**config.mk**
```make
export PLATFORM = sky130hd
export DESIGN_NAME = mfp_core
export DESIGN_NICKNAME = d
export VERILOG_FILES = /design/src/hw/mfp_pkg.sv /design/src/hw/mfp_core.sv
export VERILOG_INCLUDE_DIRS = /design/src /design/src/hw
export SDC_FILE = /design/constraint.sdc
export NUM_CORES = 1
export LEC_CHECK = 0
export ABC_AREA = 1
export BUFFER_PORTS_ARGS = -buffer_cell sky130_fd_sc_hd__clkbuf_2
export CELL_PAD_IN_SITES_DETAIL_PLACEMENT = 1
export CELL_PAD_IN_SITES_GLOBAL_PLACEMENT = 2
export CORE_UTILIZATION = 37
export DETAILED_ROUTE_END_ITERATION = 10
export PLACE_DENSITY_LB_ADDON = 0.1
export RECOVER_POWER = 25
export SLEW_MARGIN = 20
export SYNTH_ARGS = -nofsm -noshare
export SYNTH_HDL_FRONTEND = slang
export SYNTH_SLANG_ARGS = --single-unit
export TNS_END_PERCENT = 20
```
**constraint.sdc**
```tcl
create_clock -name i_core_clk -period 5.4 [get_ports i_core_clk]
set_clock_uncertainty 0.1 [all_clocks]
set_input_delay 1.08 -clock i_core_clk [delete_from_list [all_inputs] [get_ports i_core_clk]]
set_output_delay 1.08 -clock i_core_clk [all_outputs]
set_load 0.05 [all_outputs]
```
**src/hw/mfp_consts.svh**
```systemverilog
`ifndef MFP_CONSTS_SVH
`define MFP_CONSTS_SVH
// Program counter and stack shape
`define MFP_PC_W 11
`define MFP_STK_N 3'd6
`define MFP_STK_MAX 5
`define MFP_RST_VEC 11'h000
`define MFP_INT_VEC 11'h004
// Register port offsets
`define MFP_ADR_PCL 4'h0
`define MFP_ADR_ACC 4'h1
`define MFP_ADR_STAT 4'h2
`define MFP_ADR_INTC 4'h3
// Status and interrupt control bits
`define MFP_ST_C 0
`define MFP_ST_Z 2
`define MFP_ST_OV 3
`define MFP_IC_EN 0
`define MFP_IC_FLAG 1
`endif

```
**src/hw/mfp_pkg.sv**
```systemverilog
`default_nettype none
package mfp_pkg;
  // Four phases of one instruction cycle
  typedef enum logic [1:0] {
    MFP_T1 = 2'b00,
    MFP_T2 = 2'b01,
    MFP_T3 = 2'b10,
    MFP_T4 = 2'b11
  } mfp_phase_t;
  // Operation codes
  typedef enum logic [3:0] {
    OP_NOP = 4'b0000, OP_ADD = 4'b0001, OP_ADC = 4'b0010, OP_SUB = 4'b0011,
    OP_SBC = 4'b0100, OP_AND = 4'b0101, OP_OR = 4'b0110, OP_XOR = 4'b0111,
    OP_CPL = 4'b1000, OP_ROT = 4'b1001, OP_INC = 4'b1010, OP_DEC = 4'b1011,
    OP_JMP = 4'b1100, OP_CALL = 4'b1101, OP_RET = 4'b1110, OP_SZ = 4'b1111
  } mfp_op_t;
  // Rotate kinds, in arg[5:4]
  typedef enum logic [1:0] {
    ROT_RR = 2'b00, ROT_RRC = 2'b01, ROT_RL = 2'b10, ROT_RLC = 2'b11
  } mfp_rot_t;
  // Instruction word
  typedef struct packed {
    mfp_op_t op;
    logic to_mem;
    logic [10:0] arg;
  } mfp_instr_t;
  // Register port request
  typedef struct packed {
    logic wr;
    logic rd;
    logic [3:0] addr;
    logic [7:0] wdata;
  } mfp_bus_t;
  // ALU result with flag updates
  typedef struct packed {
    logic [7:0] res;
    logic c;
    logic ov;
    logic uc;
    logic uz;
    logic uov;
  } mfp_alu_t;
endpackage
`default_nettype wire

```
**src/hw/mfp_core.sv**
```systemverilog
// How it works
// [RQ1] Four phases make one instruction cycle
// [RQ2] PC advances at start of first phase
// [RQ3] Fetch overlaps execute, one cycle each
// [RQ4] Jump and call take two cycles
// [RQ5] Sequential instruction adds one to PC
// [RQ6] PC is 11 bits, low byte visible
// [RQ7] Jump, call, interrupt, reset load target
// [RQ8] Taken skip replaces next with dummy cycle
// [RQ9] Low byte write jumps within page
// [RQ10] Low byte write inserts one dummy cycle
// [RQ11] Six-level stack, hidden from software
// [RQ12] Call and interrupt push, returns pop
// [RQ13] Reset points stack at its top
// [RQ14] Full stack holds interrupt until return
// [RQ15] Call on full stack loses oldest
// [RQ16] 8-bit ALU writes chosen destination
// [RQ17] ALU outcome updates status flags
// [RQ18] Rotates with or without carry
// [RQ19] Dummy cycle writes nothing, only fetches
//
// The plain strobed port and the register offsets are this design's own decisions.
`include "mfp_consts.svh"
`default_nettype none
module mfp_core
  import mfp_pkg::*;
(
  // Clock and reset
  input wire logic i_core_clk,
  input wire logic i_rstn,
  // Register port
  input wire mfp_bus_t i_bus,
  output logic [7:0] o_rdata,
  // Program memory
  output logic [`MFP_PC_W-1:0] o_fetch_addr,
  input wire logic [15:0] i_instr,
  // Interrupt
  input wire logic i_int_pin,
  output logic o_int_ack,
  // Status
  output logic [3:0] o_instruction_phase_clocks,
  output logic o_stack_full
);

  mfp_phase_t ph_q;
  logic [3:0] phase_oh_q;
  logic [`MFP_PC_W-1:0] pc_q;
  logic [`MFP_PC_W-1:0] pc_d;
  mfp_instr_t ir_q;
  logic ir_vld_q;
  logic [7:0] acc_q;
  logic [3:0] stat_q;
  logic [7:0] gpr_q [8];
  logic [`MFP_PC_W-1:0] stk_q [6];
  logic [2:0] sp_q;
  logic [2:0] sp_d;
  logic full_q;
  logic [1:0] int_sync_q;
  logic int_prev_q;
  logic int_en_q;
  logic int_flag_q;
  logic ack_q;
  logic pcl_pend_q;
  logic [7:0] pcl_tgt_q;
  logic [7:0] rdata_q;
  logic t4;
  logic exec;
  logic [7:0] opnd;
  mfp_alu_t alu_o;
  logic is_alu;
  logic wr_ins;
  logic pcl_wr_ins;
  logic skip;
  logic flow;
  logic irq_take;
  logic flush_any;
  logic push;
  logic pop;
  logic int_rise;
  logic [2:0] pc_hi;
  logic [`MFP_PC_W-1:0] stk_top;

  // Register read decode, shared by port and ALU
  function automatic logic [7:0] rd_reg(input logic [3:0] a);
    logic [7:0] v;
    v = 8'h00;
    case (a)
      `MFP_ADR_PCL: v = pc_q[7:0];
      `MFP_ADR_ACC: v = acc_q;
      `MFP_ADR_STAT: v = {4'h0, stat_q};
      `MFP_ADR_INTC: v = {6'h00, int_flag_q, int_en_q};
      default: v = a[3] ? gpr_q[a[2:0]] : 8'h00;
    endcase
    return v;
  endfunction

  // Port write hit on one register
  function automatic logic bus_hit(input logic [3:0] a);
    return i_bus.wr && (i_bus.addr == a);
  endfunction

  // 8-bit ALU with flag update masks
  function automatic mfp_alu_t alu(input mfp_instr_t ins, input logic [7:0] a,
                                   input logic [7:0] m, input logic c);
    mfp_alu_t r;
    logic [8:0] s;
    r = '0;
    s = 9'h000;
    r.c = c;
    case (ins.op)
      OP_ADD, OP_ADC: begin
        s = {1'b0, a} + {1'b0, m} + {8'h00, (ins.op == OP_ADC) & c};
        r.res = s[7:0];
        r.c = s[8];
        r.ov = (a[7] == m[7]) && (s[7] != a[7]);
        r.uc = 1'b1;
        r.uov = 1'b1;
        r.uz = 1'b1;
      end
      OP_SUB, OP_SBC: begin
        s = {1'b0, a} + {1'b0, ~m} + {8'h00, (ins.op == OP_SBC) ? c : 1'b1};
        r.res = s[7:0];
        r.c = s[8];
        r.ov = (a[7] != m[7]) && (s[7] != a[7]);
        r.uc = 1'b1;
        r.uov = 1'b1;
        r.uz = 1'b1;
      end
      OP_AND: begin
        r.res = a & m;
        r.uz = 1'b1;
      end
      OP_OR: begin
        r.res = a | m;
        r.uz = 1'b1;
      end
      OP_XOR: begin
        r.res = a ^ m;
        r.uz = 1'b1;
      end
      OP_CPL: begin
        r.res = ~m;
        r.uz = 1'b1;
      end
      OP_INC: begin
        r.res = m + 8'h01;
        r.uz = 1'b1;
      end
      OP_DEC: begin
        r.res = m - 8'h01;
        r.uz = 1'b1;
      end
      OP_ROT: begin
        case (mfp_rot_t'(ins.arg[5:4])) // [RQ18]
          ROT_RR: r.res = {m[0], m[7:1]};
          ROT_RRC: begin
            r.res = {c, m[7:1]};
            r.c = m[0];
            r.uc = 1'b1;
          end
          ROT_RL: r.res = {m[6:0], m[7]};
          ROT_RLC: begin
            r.res = {m[6:0], c};
            r.c = m[7];
            r.uc = 1'b1;
          end
          default: r.res = m;
        endcase
      end
      default: r.res = m;
    endcase
    return r;
  endfunction

  // Phase sequencer, one core clock per phase
  always_ff @(posedge i_core_clk) begin
    if (!i_rstn) begin
      ph_q <= MFP_T1;
      phase_oh_q <= 4'h1;
    end else begin
      case (ph_q) // [RQ1]
        MFP_T1: begin
          ph_q <= MFP_T2;
          phase_oh_q <= 4'h2;
        end
        MFP_T2: begin
          ph_q <= MFP_T3;
          phase_oh_q <= 4'h4;
        end
        MFP_T3: begin
          ph_q <= MFP_T4;
          phase_oh_q <= 4'h8;
        end
        default: begin
          ph_q <= MFP_T1;
          phase_oh_q <= 4'h1;
        end
      endcase
    end
  end

  // Operand read; a process, so that a register written on the load edge is seen
  always_comb begin
    opnd = rd_reg(ir_q.arg[3:0]);
  end

  // Execute decode in the last phase
  assign t4 = (ph_q == MFP_T4);
  assign exec = t4 && ir_vld_q; // [RQ19]
  assign alu_o = alu(ir_q, acc_q, opnd, stat_q[`MFP_ST_C]); // [RQ16]
  assign is_alu = (ir_q.op != OP_NOP) && (ir_q.op <= OP_DEC);
  assign wr_ins = exec && is_alu;
  assign pcl_wr_ins = wr_ins && ir_q.to_mem && (ir_q.arg[3:0] == `MFP_ADR_PCL);
  assign skip = exec && (ir_q.op == OP_SZ) && (opnd == 8'h00); // [RQ8]
  assign flow = exec && ((ir_q.op == OP_JMP) || (ir_q.op == OP_CALL) ||
                         (ir_q.op == OP_RET) || skip || pcl_wr_ins);
  // Interrupt withheld while all levels are taken
  assign irq_take = exec && !flow && !pcl_pend_q && int_en_q && int_flag_q &&
                    (sp_q != `MFP_STK_N); // [RQ14]
  assign flush_any = flow || irq_take || (t4 && pcl_pend_q);
  assign push = (exec && (ir_q.op == OP_CALL)) || irq_take; // [RQ12]
  assign pop = exec && (ir_q.op == OP_RET); // [RQ12]
  assign pc_hi = pc_q[10:8];
  assign stk_top = stk_q[0];

  // Next program counter
  always_comb begin
    pc_d = pc_q + 11'h001; // [RQ5]
    if (pcl_pend_q) begin
      pc_d = {pc_q[10:8], pcl_tgt_q}; // [RQ9]
    end else if (irq_take) begin
      pc_d = `MFP_INT_VEC; // [RQ7]
    end else if (exec && ((ir_q.op == OP_JMP) || (ir_q.op == OP_CALL))) begin
      pc_d = ir_q.arg; // [RQ7]
    end else if (pop) begin
      pc_d = stk_q[0]; // [RQ12]
    end else if (pcl_wr_ins) begin
      pc_d = {pc_q[10:8], alu_o.res}; // [RQ9]
    end
  end

  // PC and instruction register, updated entering the first phase
  always_ff @(posedge i_core_clk) begin
    if (!i_rstn) begin
      pc_q <= `MFP_RST_VEC; // [RQ7] [RQ6]
      ir_q <= '0;
      ir_vld_q <= 1'b0;
    end else if (t4) begin
      pc_q <= pc_d; // [RQ2]
      ir_q <= mfp_instr_t'(i_instr); // [RQ3]
      ir_vld_q <= !flush_any; // [RQ4] [RQ8] [RQ10]
    end
  end

  // Stack depth, saturating at six
  always_comb begin
    sp_d = sp_q;
    if (push && (sp_q != `MFP_STK_N)) begin
      sp_d = sp_q + 3'd1;
    end else if (pop && (sp_q != 3'd0)) begin
      sp_d = sp_q - 3'd1;
    end
  end

  always_ff @(posedge i_core_clk) begin
    if (!i_rstn) begin
      sp_q <= 3'd0; // [RQ13]
      full_q <= 1'b0;
    end else begin
      sp_q <= sp_d; // [RQ11]
      full_q <= (sp_d == `MFP_STK_N);
    end
  end

  // Shift stack; a push when full drops the oldest entry
  for (genvar i = 0; i < 6; i++) begin : g_stk
    always_ff @(posedge i_core_clk) begin
      if (!i_rstn) begin
        stk_q[i] <= '0;
      end else if (push) begin
        stk_q[i] <= (i == 0) ? pc_q : stk_q[(i == 0) ? 0 : i - 1]; // [RQ15]
      end else if (pop) begin
        stk_q[i] <= (i == 5) ? '0 : stk_q[(i == 5) ? 5 : i + 1];
      end
    end
  end

  // Accumulator; port write wins over execute
  always_ff @(posedge i_core_clk) begin
    if (!i_rstn) begin
      acc_q <= 8'h00;
    end else begin
      if (wr_ins && !ir_q.to_mem) begin
        acc_q <= alu_o.res; // [RQ16]
      end else if (wr_ins && (ir_q.arg[3:0] == `MFP_ADR_ACC)) begin
        acc_q <= alu_o.res;
      end
      if (bus_hit(`MFP_ADR_ACC)) begin
        acc_q <= i_bus.wdata;
      end
    end
  end

  // Status flags from ALU outcome
  always_ff @(posedge i_core_clk) begin
    if (!i_rstn) begin
      stat_q <= 4'h0;
    end else begin
      if (wr_ins) begin
        if (alu_o.uc) begin
          stat_q[`MFP_ST_C] <= alu_o.c; // [RQ17]
        end
        if (alu_o.uz) begin
          stat_q[`MFP_ST_Z] <= (alu_o.res == 8'h00); // [RQ17]
        end
        if (alu_o.uov) begin
          stat_q[`MFP_ST_OV] <= alu_o.ov; // [RQ17]
        end
        if (ir_q.to_mem && (ir_q.arg[3:0] == `MFP_ADR_STAT)) begin
          stat_q <= alu_o.res[3:0];
        end
      end
      if (bus_hit(`MFP_ADR_STAT)) begin
        stat_q <= i_bus.wdata[3:0];
      end
    end
  end

  // General registers as memory operands
  for (genvar g = 0; g < 8; g++) begin : g_gpr
    always_ff @(posedge i_core_clk) begin
      if (!i_rstn) begin
        gpr_q[g] <= 8'h00;
      end else if (bus_hit({1'b1, 3'(g)})) begin
        gpr_q[g] <= i_bus.wdata;
      end else if (wr_ins && ir_q.to_mem && (ir_q.arg[3:0] == {1'b1, 3'(g)})) begin
        gpr_q[g] <= alu_o.res; // [RQ16]
      end
    end
  end

  // Interrupt pin synchroniser and edge
  always_ff @(posedge i_core_clk) begin
    if (!i_rstn) begin
      int_sync_q <= 2'b00;
      int_prev_q <= 1'b0;
    end else begin
      int_sync_q <= {int_sync_q[0], i_int_pin};
      int_prev_q <= int_sync_q[1];
    end
  end
  assign int_rise = int_sync_q[1] && !int_prev_q;

  // Request flag: a new edge beats any clear
  always_ff @(posedge i_core_clk) begin
    if (!i_rstn) begin
      int_flag_q <= 1'b0;
    end else begin
      if (irq_take) begin
        int_flag_q <= 1'b0;
      end else if (bus_hit(`MFP_ADR_INTC)) begin
        int_flag_q <= i_bus.wdata[`MFP_IC_FLAG];
      end
      if (int_rise) begin
        int_flag_q <= 1'b1; // [RQ14]
      end
    end
  end

  // Global enable, off on entry, back on at interrupt return
  always_ff @(posedge i_core_clk) begin
    if (!i_rstn) begin
      int_en_q <= 1'b0;
      ack_q <= 1'b0;
    end else begin
      ack_q <= irq_take;
      if (irq_take) begin
        int_en_q <= 1'b0;
      end else if (pop && ir_q.arg[0]) begin
        int_en_q <= 1'b1;
      end else if (bus_hit(`MFP_ADR_INTC)) begin
        int_en_q <= i_bus.wdata[`MFP_IC_EN];
      end
    end
  end

  // Low byte write from the port becomes a jump at the next cycle edge
  always_ff @(posedge i_core_clk) begin
    if (!i_rstn) begin
      pcl_pend_q <= 1'b0;
      pcl_tgt_q <= 8'h00;
    end else if (bus_hit(`MFP_ADR_PCL)) begin
      pcl_pend_q <= 1'b1; // [RQ10]
      pcl_tgt_q <= i_bus.wdata;
    end else if (t4) begin
      pcl_pend_q <= 1'b0;
    end
  end

  // Read data, one cycle after the strobe
  always_ff @(posedge i_core_clk) begin
    if (!i_rstn) begin
      rdata_q <= 8'h00;
    end else begin
      rdata_q <= i_bus.rd ? rd_reg(i_bus.addr) : 8'h00; // [RQ6]
    end
  end

  // Outputs
  assign o_rdata = rdata_q;
  assign o_fetch_addr = pc_q;
  assign o_int_ack = ack_q;
  assign o_instruction_phase_clocks = phase_oh_q;
  assign o_stack_full = full_q;
endmodule
`default_nettype wire

```
Word level (Yosys, flattened, before mapping)

Memory sizes are Yosys's and may differ from the RTL's. A register that Yosys moved wholly into a read port is not among the register bits.
Index checks and enable logic that the tools add are counted.

Flip-flop bits (word level): 73
RAM bits: 130
Bits of input ports: 33
Output and inout port bits: 25
Memories kept: 2

Add/subtract/negate cells: 9
$lt $le $gt $ge: 1
Equality and inequality tests: 51
Muxes and demuxes: 133
Bitwise operators: 35
Reductions and logical operators: 88

Memories:

| name  | words | width | rd ports | clocked after Yosys merged registers in | wr ports | line           | source |
|---|---|---|---|---|---|---|---|
| stk_q | 6     | 11    | 6        | 0                                       | 6        | mfp_core.sv:54 | `` logic [`MFP_PC_W-1:0] stk_q [6]; `` |
| gpr_q | 8     | 8     | 2        | 1                                       | 8        | mfp_core.sv:53 | `logic [7:0] gpr_q [8];` |

Operator list:

| cell                                                                   | count |
|---|---|
| 11-bit two-way mux                                                     | 16 |
| 8-bit two-way mux                                                      | 22 |
| 4-bit equality test (second input constant)                            | 24 |
| 8-bit case mux with 4 select lines                                     | 3 |
| 1-bit two-way mux                                                      | 78 |
| 8-bit case mux with 9 select lines                                     | 1 |
| 1-bit logical AND                                                      | 46 |
| 1-bit bitwise OR                                                       | 28 |
| 4-bit by 2-bit equality test with 1-bit output (second input constant) | 6 |
| 8-bit by 8-bit adder with 9-bit output                                 | 2 |
| 9-bit by 1-bit adder with 9-bit output                                 | 2 |
| 3-bit nonzero test                                                     | 6 |
| 4-bit by 3-bit equality test with 1-bit output (second input constant) | 4 |
| 8-bit zero test                                                        | 2 |
| 4-bit by 1-bit equality test with 1-bit output (second input constant) | 3 |
| 3-bit two-way mux                                                      | 4 |
| 4-bit two-way mux                                                      | 3 |
| 4-bit case mux with 3 select lines                                     | 1 |
| 11-bit by 1-bit adder with 11-bit output (second input constant)       | 1 |
| 10-bit OR reduction                                                    | 1 |
| 8-bit by 1-bit adder with 8-bit output (second input constant)         | 1 |
| 8-bit bitwise AND                                                      | 1 |
| 2-bit equality test (second input constant)                            | 4 |
| 4-bit zero test                                                        | 2 |
| other kinds (30)                                                       | 56 |

Logic depth before layout (Yosys ltp)

Gate-level depths: netlist of run 1.

Word-level depth: 19
Depth in mapped cells: 29
Mapped depth without buffers: 26

Least setup slack after synthesis of run 1

OpenSTA, ideal clock, no wires.

Kind: reg2reg
Start point: reg with a tool-made name
End point: mem stk_q[0][0] (netlist bit), enable pin
Arrival time: 3.102 ns
Path slack: 1.427 ns
Cell stages (with the launch flop): 16
Period minus slack after synthesis: 3.973 ns
Cells stage by stage: dfxtp_1 > buf_4 > buf_2 > nor2_1 > nor2_1 > o21ai_1 > nand3_1 > nand3_1 > nand2_2 > nor3_1 > nand2_2 > nand3_4 > nand2_4 > nand2_4 > buf_6 > nand3_1

RTL lines:

| what             | line |
|---|---|
| end: declaration | mfp_core.sv:54 |

==> impl_metrics.ini, run 1 <==
[worst_setup_path]
cp-start-kind = register
path_class = reg2reg
cp_data_required_time_ns = 5.73
critPathMaxFanout = 30
rr_worst_depth = 26
arrival_ns = 4.91
worstSetupEndpointType = register

[clocking]
ctsHoldBuffers = 0
cts_tree = done
clock_sinks = 206
cts_setup_buffers = 0
cts-buffers-inserted = 25
root_buffer = clkbuf_16
ctsResizeCount = 0
h-tree-depth = 1
clk_pin_slew_ns = 0.06
clk_latency_ns = 0.55
clk_path_buf_depth = 3

[synthesis]
ys.flop_type = edfxtp_1
yosys_warnings = 0
ys_seq_elements = 206
synth_edf_count = 130
yosysSeqAreaShare = 0.4336
async_flop_share = 0
synth_area_mm2 = 0.01251
synthCells = 1610
synth_cell_types = 56
avgSynthCellArea_um2 = 7.771
synth_fp_nets = 1690

[pwr]
comb_power_share = 0.348
pwr-share-seq = 0.348
switchingPower_mw = 2.239
pwr-share-clk = 0.304
power.internal_mw = 3.262
leakagePower_nw = 5.817
power_mw = 5.501
powerDensity_mw_per_mm2 = 394.0
peakVddDrop_uv = 212.5
swShare = 0.4071

[layout]
layout_common_cells = nand2_1 (334), inv_1 (243), nor2_1 (134)
syn2layout_area_growth_pct = 11.59
nets = 1734
drive_above_1_share = 0.07895
n_antenna_cell = 0
layout_commonest_cell = nand2_1
post-route-cell-area_mm2 = 0.01396

[grt]
grt_overflow = 0
grt_pass1_vias = 11840
track_usage = 0.2908
grt_max_degree = 63
antenna_found_initial = 0
grt_pass1_wl_mm = 74.29

[sta]
setup_viol = 0
drv_slew = 44
whs_ns = 0.3132
finalHoldViolCount = 0
fin_crit_ns = 4.572
worst_pin_slew_ns = 2.254
slew_headroom = -0.5026
fmax_mhz = 218.7
rsz0062_at_grt = no
setup-tns-final_ns = 0
finalCritPeriodShare = 0.8466

[drt]
drc = 0
wl_mm = 49.67
wl_per_cell_um = 23.50
drt-initial-drc-count = 997
antenna_left = 0
firstDrtPassIters = 5
vias = 11990
viasPerCell = 5.670

[die]
core_mm2 = 0.03287
die_y_um = 185.9
start_util = 0.3807
die_w_um = 185.9
io_pins = 58
die_area_mm2 = 0.03456
rows = 66

[place]
dp_hpwl_mm = 37.13
placed_area_mm2 = 0.01320
place.gp.congestion = 0.9439
portBuffers = 57

[min_path]
hp-start = int_prev_q$_SDFF_PN0_
hold_depth = 1
hold_path_class = reg2reg

[flow_run]
cap_violations = 2

[run_status]
status = finished with violations
violations = capacitance limit, slew limit
## synth_stat cells, types with 2 or more instances
cell type | number | area share
ha_1 | 42 | 0.042
edfxtp_1 | 130 | 0.31
o211ai_1 | 9 | 0.0054
nor2_2 | 2 | 0.0010
nand4_1 | 13 | 0.0065
nand3_1 | 127 | 0.051
nand3b_1 | 6 | 0.0036
buf_2 | 9 | 0.0036
o221ai_1 | 20 | 0.014
inv_1 | 243 | 0.073
nand2_4 | 2 | 0.0018
nor2_1 | 134 | 0.040
buf_1 | 4 | 0.0012
o31ai_1 | 2 | 0.0012
a31oi_1 | 15 | 0.0075
xor2_1 | 9 | 0.0063
fa_1 | 5 | 0.0080
dfxtp_1 | 76 | 0.12
nand2_2 | 12 | 0.0060
buf_4 | 7 | 0.0042
nand2_1 | 334 | 0.10
or2_2 | 5 | 0.0025
a21oi_1 | 85 | 0.034
a221oi_1 | 2 | 0.0014
nor3_1 | 11 | 0.0044
o21ai_1 | 27 | 0.011
a221o_1 | 3 | 0.0024
a22oi_2 | 2 | 0.0020
nor2_4 | 4 | 0.0036
inv_2 | 15 | 0.0045
a211oi_1 | 2 | 0.0012
a22oi_1 | 18 | 0.011
a21boi_0 | 2 | 0.0012
o21ai_0 | 66 | 0.026
o22ai_1 | 108 | 0.054
a21o_1 | 2 | 0.0012
clkbuf_1 | 32 | 0.0096
buf_6 | 7 | 0.0063
## metal layers
metal	up-vias	track usage	share of wire
met5	-	0	0
met4	0	0.1043	0.035
met3	100	0.02994	0.052
met2	390	0.4690	0.46
met1	5920	0.4024	0.46
li1	5576	-	-
## cells by family after synthesis
logic type | count (synthesis) | synth area share
fa+ha+maj | 47 | 0.05000
simple gates | 657 | 0.2259
compound gates | 372 | 0.1809
buf+inv | 318 | 0.1026
flops | 206 | 0.4336
xor+xnor | 10 | 0.007000
## power by group through the flow
stage | clock network (mW) | logic (mW) | registers (mW)
floorplan | 0 | 1.19 | 1.97
global placement | 0 | 1.89 | 1.94
detailed placement | 0 | 1.90 | 1.94
CTS | 1.69 | 1.91 | 1.91
global route | 1.74 | 2.08 | 1.92
finish | 1.67 | 1.92 | 1.91
## final timing paths
check,end,slack (ns)
setup / recovery,stat_q[3]$_SDFFE_PN0P_,0.83
hold / removal,int_flag_q$_SDFFE_PN0P_,0.31
setup reg to reg,stat_q[3]$_SDFFE_PN0P_,0.83
hold reg to reg,int_flag_q$_SDFFE_PN0P_,0.31
## state kept, by name, indices dropped and copies added, names as in the netlist, named ones only
signal                      count
ir_q                           16
sp_q                            3
pcl_pend_q                      1
acc_q                           8
o_stack_full                    1
stk_q                          66
o_fetch_addr                   11
o_int_ack                       1
pcl_tgt_q                       8
gpr_q                          64
ir_vld_q                        1
int_flag_q                      1
int_prev_q                      1
stat_q                          4
int_sync_q                      2
ph_q                            2
o_rdata                         8
o_instruction_phase_clocks      4
int_en_q                        1
## worst max-delay path, cell delays in order (launching register included)
cell and delay [ns]:
dfxtp_1 0.32, inv_2 0.40, nand2_1 0.10, nand2_1 0.08, nand2_1 0.05, nand3_1 0.11, nand3_1 0.20, nand2_1 0.34
inv_2 0.11, ha_1 0.52, inv_1 0.20, nand2_1 0.13, nand3_1 0.14, xor2_1 0.19, nor2_1 0.08, nor2_1 0.13
nand2_1 0.07, inv_1 0.05, nand2_1 0.05, inv_1 0.05, nand2_1 0.04, nand2_1 0.52, inv_1 0.13, nand2_1 0.09
nand2_1 0.05, o21ai_0 0.15, inv_1 0.05
## stage by stage
stage | util | worst slack [ns] | std cells
CTS | 0.4262 | 0.9552 | 2114
finish | 0.4248 | 0.8283 | 2114
detailed placement | 0.4016 | 0.9665 | 2069
global placement | 0.4016 | 0.9649 | 2069
floorplan | - | 1.427 | 1610
global route | 0.4248 | 0.4514 | 2114
## area by class of cell
class	instances	area, um^2
Fill cell	4127	18900
Multi-Input combinational cell	1086	5808
Sequential cell	206	5425
Inverter	259	972.2
Clock buffer	34	721.9
Tap cell	442	553.0
Timing Repair Buffer	76	395.4
Clock inverter	11	86.33
Power figures use the tool's default switching activity.
==> inputs of run 2 (changes only) <==
==> constraint.sdc (replaced) <==
create_clock -name i_core_clk -period 4.6 [get_ports i_core_clk]
set_clock_uncertainty 0.1 [all_clocks]
set_input_delay 0.92 -clock i_core_clk [delete_from_list [all_inputs] [get_ports i_core_clk]]
set_output_delay 0.92 -clock i_core_clk [all_outputs]
set_load 0.05 [all_outputs]
==> run 2 against run 1 <==
  * Via count down 0.23%
  * Die area unchanged
  * The flow still finishes with violations (capacitance limit, slew limit)
  * Maximum frequency is 8.3% higher
  * Largest power group unchanged
==> impl_metrics.ini, run 2 (same netlist as run 1, synthesis figures left out) <==
[die]
io_pins = 58
die_area_mm2 = 0.03456
die_w_um = 185.9
core_mm2 = 0.03287
rows = 66
start_util = 0.3807
die_y_um = 185.9

[sta]
finalCritPeriodShare = 0.9180
fmax_mhz = 236.8
rsz0062_at_grt = no
setup_viol = 0
finalHoldViolCount = 0
drv_slew = 51
setup-tns-final_ns = 0
worst_pin_slew_ns = 2.506
fin_crit_ns = 4.223
slew_headroom = -0.6708

[layout]
nets = 1748
syn2layout_area_growth_pct = 12.98
drive_above_1_share = 0.08660
largest_register = stk_q
largest_reg_flops = 66
final_cells = 2128
fillers = 4126
final_util = 0.4301
reg_top3 = stk_q: 66 flops, gpr_q: 64 flops, ir_q: 16 flops
layout_commonest_cell = nand2_1
layout_common_cells = nand2_1 (335), inv_1 (243), nor2_1 (135)
n_antenna_cell = 0

[worst_setup_path]
cp_data_required_time_ns = 4.77
arrival_ns = 4.39
r2r_setup_slack_ns = 0.38
worstSetupEndpointType = register
critPathMaxFanout = 26
path_class = reg2reg
cp-start-kind = register

[clocking]
clk_path_buf_depth = 3
cts_tree = done
ctsHoldBuffers = 0
clk_pin_slew_ns = 0.06
cts-buffers-inserted = 24
h-tree-depth = 1
cts_setup_buffers = 0
clk_latency_ns = 0.54
root_buffer = clkbuf_16
clock_sinks = 206

[run_status]
status = finished with violations
violations = capacitance limit, slew limit

[drt]
firstDrtPassIters = 5
drt-initial-drc-count = 1025
vias = 11960
drc = 0
wl_mm = 49.11
wl_per_cell_um = 23.08
antenna_left = 0
viasPerCell = 5.619

[pwr]
peakVddDrop_uv = 249.9
powerDensity_mw_per_mm2 = 465.4
leakagePower_nw = 5.925

[place]
portBuffers = 57
dp_hpwl_mm = 37.20
dp_cells = 2084
place.gp.congestion = 0.9316

[min_path]
hold_path_class = reg2reg

[grt]
grt_max_degree = 51
grt_pass1_vias = 11790
grt_overflow = 0
track_usage = 0.2870
antenna_found_initial = 0
grt_pass1_wl_mm = 73.15

[flow_run]
cap_violations = 1
## run 2: cell count changes in the layout (fill, tap and decap cells not counted), sizes merged
cell,change
bufinv,+4
clkbuf,-5
buf,+15
clkinvlp,-1
clkinv,+1
## run 2: repair_timing
item,CTS,global route
endpoints found under the setup margin,0,1
endpoints found under the hold margin,0,0
resized for setup,0,2
## run 2: cell type report
type	instances	area [um^2]	share of cell area
multi-input cells	1086	5798	0.4102
flip-flops and latches	206	5425	0.3838
inverters	259	974.7	0.06895
clock buffers	29	639.4	0.04523
well taps	442	553.0	0.03912
repair buffers	91	533.0	0.03771
clock inverters	15	212.7	0.01505
## run 2: per-stage QoR
step                hold slack [ns]  setup slack, ns  instance area, um^2  power, mW
CTS                          0.3262           0.3841                14190      6.588
finish                       0.3246           0.3774                14140      6.579
detailed placement           0.3107           0.3915                13340      4.510
global placement             0.3048           0.4021                13340      4.491
global route                 0.3422          0.06414                14140      6.880
floorplan                    0.2905           0.6269                12510      3.707
## run 2: path summary, 6_finish.rpt
| kind | cells past startpoint | to | from |
|---|---|---|---|
| worst min register to register | 2 | int_sync_q[1]$_SDFF_PN0_ | int_sync_q[0]$_SDFF_PN0_ |
| worst max-delay path | 23 | gpr_q[0][3]$_DFFE_PP_ | register |
| worst min-delay path | 2 | int_sync_q[1]$_SDFF_PN0_ | int_sync_q[0]$_SDFF_PN0_ |
| worst max register to register | 23 | gpr_q[0][3]$_DFFE_PP_ | register |
## run 2: critical path, cell delays in order (launching register included)
cell and delay (ns):
dfxtp_1 0.39, buf_4 0.34, nand2_1 0.09, nand2_1 0.08
nand2_1 0.05, nand3_1 0.09, nand3_1 0.16, nand2_1 0.30
inv_2 0.11, ha_1 0.46, inv_1 0.20, nand2_1 0.14
nand3_1 0.15, xor2_1 0.16, nor2_1 0.06, nor2_1 0.16
nand2_1 0.08, inv_1 0.05, nand2_1 0.04, inv_1 0.05
nand2_1 0.04, nand2_1 0.25, buf_4 0.27, o22ai_1 0.11
## run 2: layer usage
metal,track usage,vias to the layer above,part of all wire
li1,-,5606,-
met1,0.3916,5869,0.45
met2,0.4669,386,0.46
met3,0.03385,97,0.053
met4,0.1013,0,0.038
met5,0,-,0
## run 2: where the power goes
part | internal (mW) | switching, mW | total [mW]
combinational | 0.609 | 1.66 | 2.27
sequential | 2.09 | 0.129 | 2.22
clock | 1.27 | 0.812 | 2.08
==> inputs of run 3 (changes only) <==
--- a/config.mk
+++ b/config.mk
@@ -10,7 +10,8 @@
 export BUFFER_PORTS_ARGS = -buffer_cell sky130_fd_sc_hd__clkbuf_2
 export CELL_PAD_IN_SITES_DETAIL_PLACEMENT = 1
 export CELL_PAD_IN_SITES_GLOBAL_PLACEMENT = 2
-export CORE_UTILIZATION = 37
+export CORE_ASPECT_RATIO = 0.6
+export CORE_UTILIZATION = 40
 export DETAILED_ROUTE_END_ITERATION = 10
 export PLACE_DENSITY_LB_ADDON = 0.1
 export RECOVER_POWER = 25
==> constraint.sdc (replaced) <==
create_clock -name i_core_clk -period 5.1 [get_ports i_core_clk]
set_clock_uncertainty 0.1 [all_clocks]
set_input_delay 1.02 -clock i_core_clk [delete_from_list [all_inputs] [get_ports i_core_clk]]
set_output_delay 1.02 -clock i_core_clk [all_outputs]
set_load 0.05 [all_outputs]
==> run 3 against run 2 <==
  * The run still ends with capacitance limit, slew limit left
  * First-iteration DRC count is 28% higher
  * Clock power is 25% lower
  * Final area is 2.2% lower
  * Final cell count down 2.1%
  * Sequential power shrank 9.0%
  * Total power shrank 14%
  * Utilization increased by 2.5 points
==> impl_metrics.ini, run 3 (same netlist as run 1, synthesis figures left out) <==
[sta]
setup-tns-final_ns = 0
fmax_mhz = 223.3
finalCritPeriodShare = 0.8782
whs_ns = 0.3310
worst_pin_slew_ns = 2.504
fin_crit_ns = 4.479
slew_headroom = -0.6693
setup_viol = 0
finalHoldViolCount = 0
rsz0062_at_grt = no
drv_slew = 60

[worst_setup_path]
critPathMaxFanout = 50
arrival_ns = 4.62
critical_path.slowest_cell = clkbuf_1
path_class = in2reg
cp_data_required_time_ns = 5.24
worstPathCellList = clkbuf_1 -> clkbuf_1 -> nand3_2 -> buf_12
rr_worst_depth = 12
worstSetupEndpointType = register
cp-start-kind = input port
cp_slowest_stage_delay_ns = 1.78
cp_common_cell = clkbuf_1

[layout]
syn2layout_area_growth_pct = 10.47
largest_reg_flops = 66
post-route-cell-area_mm2 = 0.01382
layout_commonest_cell = nand2_1
layout_common_cells = nand2_1 (334), inv_1 (243), nor2_1 (134)
drive_above_1_share = 0.07706
nets = 1738
reg_top3 = stk_q: 66 flops, gpr_q: 64 flops, ir_q: 16 flops
largest_register = stk_q

[clocking]
ctsResizeCount = 0
cts_setup_buffers = 0
h-tree-depth = 1
clk_path_buf_depth = 3
cts_tree = done
ctsHoldBuffers = 0
cts-buffers-inserted = 22
clock_sinks = 206
clk_pin_slew_ns = 0.06
clk_latency_ns = 0.54
root_buffer = clkbuf_16

[die]
die_w_um = 230.3
core_mm2 = 0.03035
die_y_um = 139.0
io_pins = 58
die_area_mm2 = 0.03201
start_util = 0.4123
rows = 49

[pwr]
swShare = 0.4184
switchingPower_mw = 2.361
pwr-share-seq = 0.357
peakVddDrop_uv = 236.3
leakagePower_nw = 5.773
pwr-share-clk = 0.276
powerDensity_mw_per_mm2 = 408.3
power.internal_mw = 3.282
comb_power_share = 0.367

[place]
portBuffers = 57
placed_area_mm2 = 0.01321
dp_hpwl_mm = 38.13
place.gp.congestion = 0.9820

[grt]
grt_max_degree = 51
grt_overflow = 0
grt_pass1_wl_mm = 75.43
track_usage = 0.3121
grt_pass1_vias = 11970
antenna_found_initial = 2

[drt]
wl_per_cell_um = 24.05
drc = 0
vias = 12160
viasPerCell = 5.837
firstDrtPassIters = 5
wl_mm = 50.10
drt-initial-drc-count = 1313
antenna_left = 0

[min_path]
hold_path_class = reg2reg
hold_depth = 1

[flow_run]
cap_violations = 2

[run_status]
status = finished with violations
violations = capacitance limit, slew limit
-- run 3: changes by cell type in the layout (fill, tap and decap cells not counted), moves of 2 or more --
cell,delta
buf_4,-6
clkbuf_1,+6
bufinv_16,-5
clkinv_2,-3
buf_12,-2
-- run 3: path summary, 6_finish.rpt --
check	start	to	slack (ns)
max	i_rstn	stk_q[2][10]$_DFFE_PP_	0.62
min	int_prev_q$_SDFF_PN0_	int_flag_q$_SDFFE_PN0P_	0.33
max reg2reg	ir_q[3]$_SDFFE_PN0N_	stk_q[2][10]$_DFFE_PP_	0.64
min reg2reg	int_prev_q$_SDFF_PN0_	int_flag_q$_SDFFE_PN0P_	0.33
-- run 3: per-layer routing --
layer / vias to the layer above / part of all wire / track usage
li1: 5587 / - / -
met1: 5960 / 0.49 / 0.4862
met2: 552 / 0.40 / 0.4315
met3: 60 / 0.10 / 0.07134
met4: 0 / 0.018 / 0.06309
met5: - / 0 / 0
-- run 3: layout make-up --
class	count	area, um^2
Timing Repair Buffer	83	446.7
Sequential cell	206	5425
Inverter	259	972.2
Antenna cell	1	2.502
Multi-Input combinational cell	1086	5796
Clock inverter	8	50.05
Tap cell	408	510.5
Clock buffer	32	619.3
Fill cell	3811	16530
-- run 3: critical path: cells and delay by family --
family                 cells  cell delay (ns)
buffers and inverters      3             2.35
and+or+nand+nor            1             1.19
-- run 3: per-stage QoR --
step                power [mW]  utilization  std cells  setup WS [ns]
finish                   5.643       0.4555       2083         0.6211
global placement         4.060       0.4353       2042         0.8937
floorplan                3.344            -       1610          1.127
CTS                      5.633       0.4573       2082         0.7289
global route             5.902       0.4554       2082         0.3024
detailed placement       4.081       0.4353       2042         0.7789
-- run 3: power groups by stage --
stage | combinational [mW] | clock, mW | sequential (mW)
after floorplan | 1.26 | 0 | 2.08
after global placement | 2.02 | 0 | 2.04
after detailed placement | 2.03 | 0 | 2.05
after CTS | 2.04 | 1.58 | 2.01
after global routing | 2.24 | 1.63 | 2.03
final | 2.07 | 1.56 | 2.02
